**src/irt_pkg.sv**
```systemverilog
// Package with register map, field layout and constants of the RC trim registers
package irt_pkg;

    localparam int unsigned TRIM_W        = 16;
    localparam int unsigned BYTE_W        = 8;
    localparam int unsigned BUS_W         = 32;
    localparam int unsigned ADDR_W        = 8;

    // Register indices, byte address is four times the index
    localparam logic [ADDR_W-1:0] IDX_TRIM_HIGH = 8'h18;
    localparam logic [ADDR_W-1:0] IDX_TRIM_LOW  = 8'h19;
    localparam logic [ADDR_W-1:0] IDX_STATUS    = 8'h20;

    // Field positions inside the sixteen-bit trim value
    localparam int unsigned TC_MSB        = 15;
    localparam int unsigned TC_LSB        = 11;
    localparam int unsigned TC_W          = TC_MSB - TC_LSB + 1;
    localparam int unsigned FREQ_MSB      = 9;
    localparam int unsigned FREQ_LSB      = 0;
    localparam int unsigned FREQ_W        = FREQ_MSB - FREQ_LSB + 1;
    localparam int unsigned COARSE_MSB    = 9;
    localparam int unsigned COARSE_LSB    = 6;
    localparam int unsigned COARSE_W      = COARSE_MSB - COARSE_LSB + 1;
    localparam int unsigned FINE_MSB      = 5;
    localparam int unsigned FINE_LSB      = 0;
    localparam int unsigned FINE_W        = FINE_MSB - FINE_LSB + 1;

    // Implemented bits, bit 10 is reserved and reads as zero
    localparam logic [TRIM_W-1:0] TRIM_IMPL_MASK = 16'hfbff;
    localparam logic [TRIM_W-1:0] TRIM_RESET     = 16'h0000;

    // Status register bit positions
    localparam int unsigned ST_LOAD_DONE  = 0;
    localparam int unsigned ST_GUARD      = 1;
    localparam int unsigned ST_PLL        = 2;

    typedef enum logic [1:0] {
        IRT_LD_RESET = 2'b00,
        IRT_LD_REQ   = 2'b01,
        IRT_LD_WAIT  = 2'b11,
        IRT_LD_DONE  = 2'b10
    } irt_load_state_t;

endpackage

```
**src/irt_flash_loader.sv**
```systemverilog
// Fetches the factory trim word from flash once after reset release
`timescale 1ns/1ps
module irt_flash_loader
    import irt_pkg::*;
(
    input  wire logic              clk,
    input  wire logic              rst,
    output logic                   flash_req,
    input  wire logic              flash_ack,
    input  wire logic [TRIM_W-1:0] flash_data,
    output logic                   load_pulse,
    output logic [TRIM_W-1:0]      load_value,
    output logic                   load_done
);

    irt_load_state_t state;
    irt_load_state_t next_state;

    always_comb begin
        next_state = state;
        case (state)
            IRT_LD_RESET: next_state = IRT_LD_REQ;
            IRT_LD_REQ:   next_state = IRT_LD_WAIT;
            IRT_LD_WAIT:  if (flash_ack) next_state = IRT_LD_DONE;
            IRT_LD_DONE:  next_state = IRT_LD_DONE;
            default:      next_state = IRT_LD_RESET;
        endcase
    end

    always_ff @(posedge clk) begin
        if (rst) begin
            state <= IRT_LD_RESET;
        end else begin
            state <= next_state;
        end
    end

    // Factory value goes out combinationally with the pulse
    always_comb begin
        flash_req  = (state == IRT_LD_REQ) || (state == IRT_LD_WAIT);
        load_pulse = (state == IRT_LD_WAIT) && flash_ack;
        load_value = flash_data & TRIM_IMPL_MASK;
        load_done  = (state == IRT_LD_DONE);
    end

endmodule // irt_flash_loader

```
**src/irt_tc_decode.sv**
```systemverilog
// Splits the trim value into oscillator controls and decodes the compensation code
`timescale 1ns/1ps
module irt_tc_decode
    import irt_pkg::*;
(
    input  wire logic                clk,
    input  wire logic                rst,
    input  wire logic [TRIM_W-1:0]   trim_value,
    output logic [TC_W-1:0]          temp_coeff_trim,
    output logic [FREQ_W-1:0]        rc_freq_trim,
    output logic [COARSE_W-1:0]      freq_coarse,
    output logic [FINE_W-1:0]        freq_fine,
    output logic                     tc_comp_enable,
    output logic                     tc_positive,
    output logic [TC_W-2:0]          tc_magnitude
);

    always_ff @(posedge clk) begin
        if (rst) begin
            temp_coeff_trim <= '0;
            rc_freq_trim    <= '0;
            freq_coarse     <= '0;
            freq_fine       <= '0;
            tc_comp_enable  <= 1'b0;
            tc_positive     <= 1'b0;
            tc_magnitude    <= '0;
        end else begin
            temp_coeff_trim <= trim_value[TC_MSB:TC_LSB];
            rc_freq_trim    <= trim_value[FREQ_MSB:FREQ_LSB];
            freq_coarse     <= trim_value[COARSE_MSB:COARSE_LSB];
            freq_fine       <= trim_value[FINE_MSB:FINE_LSB];
            // Zero magnitude with either sign switches compensation off
            tc_comp_enable  <= (trim_value[TC_MSB-1:TC_LSB] != '0);
            tc_positive     <= trim_value[TC_MSB];
            tc_magnitude    <= trim_value[TC_MSB-1:TC_LSB];
        end
    end

endmodule // irt_tc_decode

```
**src/irt_trim_regs.sv**
```systemverilog
// Internal RC oscillator trim registers with Avalon-MM slave
`timescale 1ns/1ps
module irt_trim_regs
    import irt_pkg::*;
(
    input  wire logic                clk,
    input  wire logic                rst,
    // Avalon-MM slave, byte address
    input  wire logic [ADDR_W+1:0]   avs_address,
    input  wire logic                avs_read,
    input  wire logic                avs_write,
    input  wire logic [BUS_W-1:0]    avs_writedata,
    input  wire logic [3:0]          avs_byteenable,
    output logic [BUS_W-1:0]         avs_readdata,
    output logic                     avs_waitrequest,
    // Flash factory value fetch
    output logic                     flash_req,
    input  wire logic                flash_ack,
    input  wire logic [TRIM_W-1:0]   flash_data,
    // Joining signals of the clock unit
    input  wire logic                config_guard,
    input  wire logic                pll_drives_system,
    output logic                     clear_pll_lock,
    output logic                     clear_osc_stable,
    // Oscillator controls
    output logic [TC_W-1:0]          temp_coeff_trim,
    output logic [FREQ_W-1:0]        rc_freq_trim,
    output logic [COARSE_W-1:0]      freq_coarse,
    output logic [FINE_W-1:0]        freq_fine,
    output logic                     tc_comp_enable,
    output logic                     tc_positive,
    output logic [TC_W-2:0]          tc_magnitude
);

    logic [TRIM_W-1:0] trim_value;
    logic              load_pulse;
    logic [TRIM_W-1:0] load_value;
    logic              load_done;
    logic              bus_ack;
    logic              wr_commit;
    logic              rd_commit;
    logic              hit_high;
    logic              hit_low;
    logic              hit_status;
    logic              wr_trim;

    function automatic logic addr_is(input logic [ADDR_W+1:0] addr,
                                     input logic [ADDR_W-1:0] idx);
        addr_is = (addr == {idx, 2'b00});
    endfunction

    irt_flash_loader u_loader (
        .clk        (clk),
        .rst        (rst),
        .flash_req  (flash_req),
        .flash_ack  (flash_ack),
        .flash_data (flash_data),
        .load_pulse (load_pulse),
        .load_value (load_value),
        .load_done  (load_done)
    );

    irt_tc_decode u_decode (
        .clk             (clk),
        .rst             (rst),
        .trim_value      (trim_value),
        .temp_coeff_trim (temp_coeff_trim),
        .rc_freq_trim    (rc_freq_trim),
        .freq_coarse     (freq_coarse),
        .freq_fine       (freq_fine),
        .tc_comp_enable  (tc_comp_enable),
        .tc_positive     (tc_positive),
        .tc_magnitude    (tc_magnitude)
    );

    // Address decode
    always_comb begin
        hit_high   = addr_is(avs_address, IDX_TRIM_HIGH);
        hit_low    = addr_is(avs_address, IDX_TRIM_LOW);
        hit_status = addr_is(avs_address, IDX_STATUS);
    end

    // Bus answers one cycle after the request, held off until load is done
    always_ff @(posedge clk) begin
        if (rst) begin
            bus_ack <= 1'b0;
        end else begin
            bus_ack <= (avs_read || avs_write) && !bus_ack && load_done;
        end
    end

    always_comb begin
        avs_waitrequest = (avs_read || avs_write) && !bus_ack;
        wr_commit       = avs_write && bus_ack;
        rd_commit       = avs_read && bus_ack;
        wr_trim         = wr_commit && avs_byteenable[0] && (hit_high || hit_low);
    end

    // Trim storage
    always_ff @(posedge clk) begin
        if (rst) begin
            trim_value <= TRIM_RESET;
        end else if (load_pulse) begin
            trim_value <= load_value;
        end else if (wr_trim && !config_guard) begin
            if (hit_high) begin
                trim_value[TRIM_W-1:BYTE_W] <= avs_writedata[BYTE_W-1:0] &
                                               TRIM_IMPL_MASK[TRIM_W-1:BYTE_W];
            end else begin
                trim_value[BYTE_W-1:0] <= avs_writedata[BYTE_W-1:0] &
                                          TRIM_IMPL_MASK[BYTE_W-1:0];
            end
        end
    end

    // Status clear pulses on any trim write under PLL clocking
    always_ff @(posedge clk) begin
        if (rst) begin
            clear_pll_lock   <= 1'b0;
            clear_osc_stable <= 1'b0;
        end else begin
            clear_pll_lock   <= wr_trim && pll_drives_system;
            clear_osc_stable <= wr_trim && pll_drives_system;
        end
    end

    // Read data, registered with the answer
    always_ff @(posedge clk) begin
        if (rst) begin
            avs_readdata <= '0;
        end else if ((avs_read || avs_write) && !bus_ack && load_done) begin
            avs_readdata <= '0;
            if (avs_read && hit_high) begin
                avs_readdata[BYTE_W-1:0] <= trim_value[TRIM_W-1:BYTE_W];
            end else if (avs_read && hit_low) begin
                avs_readdata[BYTE_W-1:0] <= trim_value[BYTE_W-1:0];
            end else if (avs_read && hit_status) begin
                avs_readdata[ST_LOAD_DONE] <= load_done;
                avs_readdata[ST_GUARD]     <= config_guard;
                avs_readdata[ST_PLL]       <= pll_drives_system;
            end
        end
    end
endmodule // irt_trim_regs

```
**config.mk**
```make
export PLATFORM = sky130hd
export DESIGN_NAME = irt_trim_regs
export DESIGN_NICKNAME = d
export VERILOG_FILES = /design/src/irt_pkg.sv /design/src/irt_flash_loader.sv /design/src/irt_tc_decode.sv /design/src/irt_trim_regs.sv
export SDC_FILE = /design/constraint.sdc
export NUM_CORES = 1
export LEC_CHECK = 0
export ABC_CLOCK_PERIOD_IN_PS = 1900
export BUFFER_PORTS_ARGS = -buffer_cell sky130_fd_sc_hd__buf_2
export CAP_MARGIN = 20
export CORE_MARGIN = 2
export CORE_UTILIZATION = 42
export CTS_CLUSTER_DIAMETER = 100
export CTS_CLUSTER_SIZE = 12
export DETAILED_ROUTE_END_ITERATION = 8
export PLACE_DENSITY_LB_ADDON = 0.12
export SETUP_SLACK_MARGIN = 0.02
export SYNTH_ARGS = -nofsm -noshare
export SYNTH_HDL_FRONTEND = slang
export SYNTH_SLANG_ARGS = --single-unit
```
**constraint.sdc**
```tcl
create_clock -name clk -period 1.9 [get_ports clk]
set_input_delay 0.19 -clock clk [delete_from_list [all_inputs] [get_ports clk]]
set_output_delay 0.19 -clock clk [all_outputs]
set_load 0.005 [all_outputs]
```
==> impl_metrics.yaml, run 1 <==
clock_network:
  cts_tree: "built"
  worstSkewPairLatency_ns: 0.29
  cts-root-buf: "clkbuf_8"
  post-cts-setup-buffer-count: 0
  cts_buffers: 5
  clockBufferDepth: 2
  postCtsHoldBufs: 0
  ctsResizeCount: 0
  htreeDepth: 2
  clk_pin_slew_ns: 0.08
  clock-sinks: 43
synth:
  netlist_instances: 217
  ys_seq_elements: 43
  async_flop_share: 0
  synth_area_per_cell_um2: 9.75
  yosys_warnings: 0
  synth_cell_type_count: 42
  synth-edff-count: 0
  seq_area_frac_synth: 0.407
  ys.flop_type: "dfxtp_1"
  syn_area_um2: 2120
pwr:
  swShare: 0.251
  p_int_mw: 1.27
  p_comb_frac: 0.114
  power_switching_mw: 0.425
  peakVddDrop_uv: 445
  p_seq_frac: 0.555
  p_leak_nw: 1.28
  powerDensity_nw_per_um2: 676
  clkPwrFrac: 0.331
sta:
  tightest_slew_ns: 0.530
  slew_viol_final: 0
  fmax_mhz: 644
  hold_violations: 0
  setup_viol: 0
  skew_ns: 0.00437
  rsz0062_at_grt: "no"
  relSlewSlack: 0.647
  fin_crit_sh: 0.817
  whs_ns: 0.175
  fin_crit_ns: 1.55
  setup-tns-final_ns: 0
status:
  status: "completed"
die:
  die_x_um: 75.0
  initial_utilization: 0.442
  die-area_um2: 5620
  fp.dieH_um: 75.0
  rows: 25
  core_um2: 4790
  pin_count: 136
route:
  vias: 1629
  viasPerCell: 4.58
  first_pass_iters: 4
  routed_wirelength_mm: 4.33
  drcViolationCount: 0
  drtIter0Drc: 32
  wl_per_cell_um: 12.2
  drtAntennaViolNets: 0
setup_path:
  worstReg2RegEnd: "avs_readdata[7]"
  regToRegSetupSlack_ns: 0.35
  path_max_fanout: 7
  crit_chain: "and2b_2 > a21oi_1 > and2_1 > a221o_1"
  worstSetupPathType: "reg2reg"
  cp.required_ns: 2.14
  setup.worst_path.start_class: "flop"
  cp.arrival_ns: 1.79
  reg2reg_from: "u_loader.state[0]"
  worstRegToRegCells: 4
  endpoint_kind: "flop"
  cpPeakStageDelay_ns: 0.47
  slowest_stage: "a21oi_1"
grt:
  grt_usage: 0.163
  antenna_found_initial: 0
  grt-ovfl-total: 0
  grt_pass1_wl_mm: 6.71
  grt_pass1_vias: 1451
  grt_max_degree: 20
finish:
  diodes: 0
  drive_gt1_frac: 0.405
  area_delta_synth_final_pct: 18.3
  fill_cells: 460
  fin_nets: 357
placed_design:
  io_buffers: 83
  routabilityCongestion: 0.735
  dpl.hpwl_mm: 3.39
worst_hold_path:
  whs_endpoint: "trim_value[12]"
  hold_path_class: "in2reg"
  holdCritStartpoint: "flash_data[12]"
  whs_path_depth: 3
flow_run:
  maxCapViolations: 0
==> flip-flops by register name (all words and copies together), names as in the netlist <==
signal and cells:
u_decode.tc_magnitude 3, clear_osc_stable 1, trim_value 15, u_loader.state 2
avs_readdata 8, u_decode.tc_comp_enable 1, bus_ack 1, u_decode.freq_fine 5
u_decode.temp_coeff_trim 1, u_decode.freq_coarse 4, u_decode.tc_positive 1, u_decode.rc_freq_trim 1
==> layout by cell type (no fill, tap or decap), drive strengths merged, types with 2 or more instances in the layout <==
| master | Yosys | layout |
|---|---|---|
| a211oi | 6 | 6 |
| a21oi | 6 | 6 |
| a221o | 5 | 5 |
| a22oi | 2 | 2 |
| and2 | 6 | 6 |
| buf | 45 | 90 |
| clkbuf | 4 | 6 |
| conb | 1 | 24 |
| dfxtp | 43 | 43 |
| inv | 2 | 2 |
| mux2 | 9 | 9 |
| mux2i | 13 | 13 |
| nand2 | 9 | 9 |
| nand3 | 3 | 3 |
| nand4 | 6 | 6 |
| nor2 | 21 | 21 |
| nor2b | 14 | 14 |
| nor3 | 4 | 4 |
| nor4 | 4 | 4 |
| nor4b | 2 | 2 |
==> critical path: cells and delay by family (launching register included) <==
kind | cells | cell delay [ns]
compound gates | 2 | 0.57
flops | 1 | 0.41
simple gates | 2 | 0.51
==> Yosys cell counts, types with 2 or more instances <==
cell type,n,share of area
clkbuf_1,4,0.0071
mux2_2,9,0.048
nor4_2,2,0.012
a21oi_1,6,0.014
nor4_1,2,0.0059
buf_4,41,0.15
nand3_1,3,0.0071
nor3_1,2,0.0047
buf_2,2,0.0047
nor2b_1,14,0.041
nand4_1,5,0.015
a211oi_1,6,0.021
a221o_1,5,0.024
inv_1,2,0.0035
mux2i_1,13,0.061
nand2_1,8,0.014
nor2_1,21,0.037
dfxtp_1,43,0.41
and2_1,6,0.018
==> kinds of logic (layout without fill, tap and decap cells) <==
logic type,Yosys count,in the layout,share of synthesized area
and+or+nand+nor,76,76,0.224
buffers and inverters,51,100,0.168
DFF,43,43,0.407
AOI/OAI and AO/OA,24,24,0.0899
muxes,22,22,0.109
other,1,24,0.00177
==> routing by layer <==
layer  share of wire  global-route usage  vias to the layer above
met5               0                   0                        -
met4          0.0074              0.0536                        0
met3           0.077              0.0495                        2
met2            0.44               0.247                       69
met1            0.47               0.222                      726
li1                -                   -                      832
==> power by group through the flow <==
stage | registers, mW | clock network [mW] | logic, mW
after floorplan | 0.958 | 0 | 0.148
after global placement | 0.960 | 0 | 0.193
after global routing | 0.944 | 0.610 | 0.218
final | 0.939 | 0.561 | 0.193
after detailed placement | 0.961 | 0 | 0.194
after CTS | 0.940 | 0.580 | 0.194
==> final cells by class <==
type / count / area [um^2] / share of cell area
multi-input cells: 146 / 986 / 0.394
flip-flops and latches: 43 / 861 / 0.344
repair buffers: 90 / 480 / 0.192
well taps: 67 / 83.8 / 0.0335
clock buffers: 6 / 72.6 / 0.0290
clock inverters: 2 / 12.5 / 0.00500
inverters: 2 / 7.51 / 0.00300
==> metrics by stage <==
stage	utilization	cells	cell area, um^2	power [mW]	worst slack [ns]
after global placement	0.505	348	2420	1.15	0.217
final	0.523	356	2500	1.69	0.347
after CTS	0.523	356	2500	1.71	0.329
after floorplan	-	240	2200	1.11	0.488
after global routing	0.523	356	2500	1.77	0.224
after detailed placement	0.505	348	2420	1.15	0.189
==> worst max-delay path by stage <==
| stage | start | end | cells after the start |
|---|---|---|---|
| finish | u_loader.state[0] | avs_readdata[7] | 4 |
| global route | u_loader.state[0] | avs_readdata[5] | 4 |
| CTS | u_loader.state[0] | avs_readdata[3] | 4 |
| detailed placement | avs_address[1] | avs_readdata[7] | 6 |
| global placement | avs_address[1] | avs_readdata[3] | 6 |
| floorplan | u_loader.state[0] | avs_readdata[2] | 4 |
Power figures use the tool's default switching activity.
==> run 2: changes to the inputs <==
ABC_CLOCK_PERIOD_IN_PS = 1300   (was 1900)
CORE_UTILIZATION = 38   (was 42)
clock period = 1.3 ns   (was 1.9 ns; I/O delays follow)
==> run 2 against run 1 <==
The run now ends with setup timing left. Sequential power up 46%. Combinational power rose by 81%. Clock power grew 49%. Clock skew rose by 0.0039 ns. Utilization shrank 1.4 points. Worst hold slack worse by 0.063 ns. Critical path depth grew 1. Global-route usage down 0.76 points. Cell count increased by 7.6%. Worst setup slack got worse by 0.49 ns. Critical path type unchanged. Largest power group unchanged.
==> impl_metrics.yaml, run 2 (synthesis results as in run 1) <==
status:
  status: "finished with violations"
  failed_checks: "setup timing"
finish:
  final_cell_mix: "buf_2, dfxtp_1, conb_1"
  fin_area_um2: 2770
  largest-register: "trim_value"
  largest_reg_flops: 15
  final_common_cell: "buf_2"
  stdcell_count: 383
  reg_top3: "trim_value: 15 flops, avs_readdata: 8 flops, u_decode.freq_fine: 5 flops"
  area_delta_synth_final_pct: 30.9
  diodes: 0
  fin_nets: 379
  final_util: 0.509
  drive_gt1_frac: 0.466
grt:
  grt_max_degree: 21
  grt_usage: 0.155
  antenna_found_initial: 0
  grt_pass1_vias: 1504
  grt_pass1_wl_mm: 7.38
  grt-ovfl-total: 0
clock_network:
  clk_pin_slew_ns: 0.08
  cts_buffers: 5
  cts-root-buf: "clkbuf_8"
  cts_tree: "built"
  worstSkewPairLatency_ns: 0.30
  htreeDepth: 2
  clock-sinks: 43
  postCtsHoldBufs: 0
  clockBufferDepth: 2
worst_hold_path:
  hold_path_class: "in2reg"
  whs_path_depth: 3
  holdCritStartpoint: "flash_data[8]"
  whs_endpoint: "trim_value[8]"
sta:
  hold_violations: 0
  fmax_mhz: 694
  fin_crit_sh: 1.11
  fin_ws_ns: -0.141
  whs_ns: 0.112
  rsz0062_at_grt: "yes"
  slew_viol_final: 0
  skew_ns: 0.00826
  setup_viol: 22
  setup-tns-final_ns: -1.77
  fin_crit_ns: 1.44
setup_path:
  worstSetupPathType: "reg2reg"
  worstReg2RegEnd: "trim_value[6]"
  cpPeakStageDelay_ns: 0.34
  slowest_stage: "dfxtp_2"
  cp.arrival_ns: 1.63
  path_max_fanout: 8
  cp.required_ns: 1.49
  crit_chain: "and4b_1 > nand4_1 > o21ai_4 > buf_12 > mux2_2"
  setup.worst_path.start_class: "flop"
  reg2reg_from: "bus_ack"
  endpoint_kind: "flop"
  worstRegToRegCells: 5
  regToRegSetupSlack_ns: -0.14
pwr:
  clkPwrFrac: 0.328
  p_int_mw: 1.90
  swShare: 0.256
  powerDensity_nw_per_um2: 924
  p_seq_frac: 0.536
  p_comb_frac: 0.136
  peakVddDrop_uv: 388
  p_leak_nw: 1.42
  power_switching_mw: 0.656
route:
  drtIter0Drc: 73
  first_pass_iters: 4
  vias: 1722
  wl_per_cell_um: 12.2
  routed_wirelength_mm: 4.66
  drtAntennaViolNets: 0
  viasPerCell: 4.50
  drcViolationCount: 0
placed_design:
  dp_cells: 375
  routabilityCongestion: 0.803
  io_buffers: 83
  dpl_cell_area_um2: 2640
  dpl.hpwl_mm: 3.63
flow_run:
  maxCapViolations: 0
die:
  die_x_um: 78.6
  core_um2: 5440
  pin_count: 136
  fp.dieH_um: 78.6
  initial_utilization: 0.389
  rows: 27
  die-area_um2: 6180
[run 2: per-stage QoR]
| step | setup slack (ns) | total power, mW |
|---|---|---|
| 2_1_floorplan | -0.0906 | 1.62 |
| 3_3_place_gp | -0.187 | 1.73 |
| 3_5_place_dp | -0.218 | 1.74 |
| 4_1_cts | -0.156 | 2.58 |
| 5_1_grt | -0.215 | 2.71 |
| 6_report | -0.141 | 2.56 |
[run 2: power groups by stage]
stage	logic [mW]	clock network (mW)	registers [mW]
2_1_floorplan	0.221	0	1.40
3_3_place_gp	0.331	0	1.40
3_5_place_dp	0.333	0	1.40
4_1_cts	0.345	0.866	1.37
5_1_grt	0.386	0.944	1.38
6_report	0.349	0.838	1.37
[run 2: layout make-up]
cell class	instances	area [um^2]
Fill cell	546	2670
Multi-Input combinational cell	146	1040
Sequential cell	43	865
Timing Repair Buffer	112	682
Tap cell	72	90.1
Clock buffer	6	72.6
Clock inverter	2	12.5
Inverter	2	7.51
[run 2: worst max path at each step]
stage	from	to	slack [ns]	cells after the start
after floorplan	u_loader.state[0]	avs_readdata[2]	-0.09	4
after global placement	avs_address[1]	avs_readdata[1]	-0.19	7
after detailed placement	avs_address[1]	avs_readdata[2]	-0.22	6
after CTS	bus_ack	trim_value[7]	-0.16	5
after global routing	bus_ack	trim_value[3]	-0.21	5
final	bus_ack	trim_value[6]	-0.14	5
[run 2: per-layer routing]
layer	global-route usage	vias up	wire, um
met1	0.215	772	2180
met4	0.0632	0	82
li1	-	880	-
met5	0	-	0
met3	0.0241	8	260
met2	0.241	62	2140
[run 2: repair_timing]
| action | 4_1_cts | 5_1_grt |
|---|---|---|
| buffers inserted | 1 | 0 |
| endpoints found under the setup margin | 23 | 23 |
| cloned | 0 | 0 |
| pin swaps | 20 | 1 |
| gates resized for setup | 7 | 4 |
[run 2: worst max-delay path: cells and delay by family (launching register included)]
kind	cells	cell delay [ns]
compound gates	1	0.18
buf+inv	1	0.14
flops	1	0.34
mux	1	0.32
simple gates	2	0.34
==> run 3: changes to the inputs <==
ABC_AREA = 1   (was default)
CORE_UTILIZATION = 40   (was 38)
MAX_ROUTING_LAYER = met4   (was default)
==> run 3 against run 2 <==
The run now ends clean. Sequential share of layout area is 0.91 points lower. Area after synthesis rose by 11%. Clock skew fell by 0.0018 ns. Synthesized cell count rose by 54%. Combinational power increased by 10%. Worst setup slack better by 0.24 ns. Sequential cell count unchanged. Utilization grew 0.18 points. Sequential power about the same. Critical path depth is 2 higher. Critical path type unchanged.
==> impl_metrics.yaml, run 3 <==
status:
  status: "completed"
sta:
  skew_ns: 0.00649
  hold_violations: 0
  slew_viol_final: 0
  setup_viol: 0
  fmax_mhz: 834
  rsz0062_at_grt: "yes"
  fin_crit_ns: 1.20
  fin_crit_sh: 0.922
route:
  wl_per_cell_um: 11.0
  drtIter0Drc: 104
  viasPerCell: 4.51
  drcViolationCount: 0
  routed_wirelength_mm: 5.33
  drtAntennaViolNets: 0
  vias: 2185
  first_pass_iters: 4
setup_path:
  cp.arrival_ns: 1.40
  cp_common_cell: "nand2_1"
  worstSetupPathType: "reg2reg"
  cp.required_ns: 1.50
  worstRegToRegCells: 7
  path_buf_inv: 0
  reg2reg_from: "bus_ack"
  worstReg2RegEnd: "trim_value[9]"
  path_max_fanout: 6
  slowest_stage: "dfxtp_1"
  crit_chain: "nand3_2 > nor2_4 > nand4_4 > nand2_4 > nand2_1 > nand2_1 > nor2_2"
  critPathTopFamily: "simple AND/OR/NAND/NOR gates"
  setup.worst_path.start_class: "flop"
  cpPeakStageDelay_ns: 0.34
  endpoint_kind: "flop"
  regToRegSetupSlack_ns: 0.10
synth:
  netlist_instances: 335
  synth-edff-count: 0
  ys_top_cells_by_count: "nand2_1, dfxtp_1, nand3_1, buf_4, nor2_1"
  synth_top_cell_by_area: "dfxtp_1"
  synth_cell_type_count: 28
  ys_seq_elements: 43
  yosys_warnings: 0
  synth_top_area_frac: 0.366
  syn_area_um2: 2350
  ys.flop_type: "dfxtp_1"
  seq_area_frac_synth: 0.366
  synth_area_per_cell_um2: 7.01
  async_flop_share: 0
  synth.most_common_cell: "nand2_1"
  synth_area_leaders: "dfxtp_1, buf_4, nand2_1, nand3_1, nor2_1"
die:
  die-area_um2: 6500
  initial_utilization: 0.422
  rows: 27
  pin_count: 136
  fp.dieH_um: 80.6
  core_um2: 5570
  die_x_um: 80.6
clock_network:
  postCtsHoldBufs: 0
  cts-root-buf: "clkbuf_8"
  clockBufferDepth: 2
  htreeDepth: 2
  clock-sinks: 43
  cts_buffers: 5
  clk_pin_slew_ns: 0.08
  cts_tree: "built"
  worstSkewPairLatency_ns: 0.29
finish:
  fill_cells: 584
  reg_top3: "trim_value: 15 flops, avs_readdata: 8 flops, u_decode.freq_fine: 5 flops"
  drive_gt1_frac: 0.345
  fin_nets: 480
  fin_area_um2: 2850
  area_delta_synth_final_pct: 21.2
  final_common_cell: "buf_2"
  final_cell_mix: "buf_2, nand2_1, nand3_1, dfxtp_1, nor2_1"
  largest_reg_flops: 15
  largest-register: "trim_value"
  diodes: 0
grt:
  antenna_found_initial: 0
  grt-ovfl-total: 0
  grt_max_degree: 22
  grt_pass1_wl_mm: 8.34
  grt_usage: 0.170
  grt_pass1_vias: 1804
placed_design:
  routabilityCongestion: 0.817
  dpl_cell_area_um2: 2670
  io_buffers: 83
  dpl.hpwl_mm: 4.18
pwr:
  peakVddDrop_uv: 465
  total_power_mw: 2.80
  powerDensity_nw_per_um2: 983
  p_leak_nw: 1.57
worst_hold_path:
  holdCritStartpoint: "pll_drives_system"
  whs_path_depth: 3
  whs_endpoint: "clear_osc_stable"
  hold_path_class: "in2reg"
flow_run:
  maxCapViolations: 0
run 3: changes by cell type after synthesis, moves of 6 or more:
cell / delta
nand3_1: +39
inv_1: +31
nand2_1: +64
nand2_2: +8
and2_1: -6
mux2i_1: -13
nor2b_1: -14
nor2_2: +13
a211oi_1: -6
mux2_2: -9
nor2_1: +13
run 3: final cells by class:
type | count | area, um^2 | area share
Clock buffer | 5 | 68.8 | 0.0242
Clock inverter | 3 | 43.8 | 0.0154
Inverter | 37 | 141 | 0.0496
Multi-Input combinational cell | 228 | 1130 | 0.396
Sequential cell | 43 | 863 | 0.303
Tap cell | 72 | 90.1 | 0.0316
Timing Repair Buffer | 96 | 513 | 0.180
run 3: worst max-delay path by stage:
stage / from / endpoint / slack [ns] / cells after the start
after global placement: bus_ack / trim_value[9] / -0.02 / 7
final: bus_ack / trim_value[9] / 0.10 / 7
after global routing: u_loader.state[0] / avs_readdata[5] / -0.0008 / 9
after CTS: u_loader.state[0] / avs_readdata[5] / 0.04 / 9
after detailed placement: bus_ack / trim_value[9] / -0.03 / 7
after floorplan: bus_ack / trim_value[11] / 0.10 / 8
run 3: power by group:
group | switching [mW] | internal [mW] | total (mW)
Combinational | 0.236 | 0.149 | 0.385
Clock | 0.454 | 0.572 | 1.03
Sequential | 0.0291 | 1.36 | 1.39
Total | 0.719 | 2.08 | 2.80
run 3: worst register-to-register path, delay by kind of cell (launching register included):
kind	cells	cell delay [ns]
AND/OR/NAND/NOR	7	0.76
flip-flops	1	0.34
run 3: cell families after synthesis:
kind of cell    count (synthesis)  share of synthesized area
simple gates                  179                      0.363
buf+inv                        89                      0.217
flops                          43                      0.366
compound gates                 23                     0.0527
other cells                     1                    0.00160
run 3: what timing repair did:
item | 4_1_cts | 5_1_grt
pin swaps | 0 | 4
gates cloned | 0 | 2
endpoints found under the hold margin | 0 | 0
endpoints found under the setup margin | 6 | 23
buffers inserted | 0 | 0
resized for setup | 1 | 9
run 3: routing by layer:
layer / GRT usage / routed length, um
met1: 0.226 / 2480
met5: - / 0
met2: 0.258 / 2380
met4: 0.0559 / 65
met3: 0.0326 / 405
run 3: per-stage QoR:
| step | utilization | TNS [ns] | hold slack, ns | setup slack, ns | cells |
|---|---|---|---|---|---|
| 5_1_grt | 0.511 | -0.000804 | 0.0916 | -0.000804 | 484 |
| 6_report | 0.511 | 0 | 0.0964 | 0.101 | 484 |
| 3_5_place_dp | 0.479 | -0.0650 | 0.401 | -0.0293 | 474 |
| 3_3_place_gp | 0.479 | -0.0325 | 0.400 | -0.0181 | 474 |
| 2_1_floorplan | - | 0 | 0.227 | 0.103 | 358 |
| 4_1_cts | 0.500 | 0 | 0.0879 | 0.0355 | 482 |
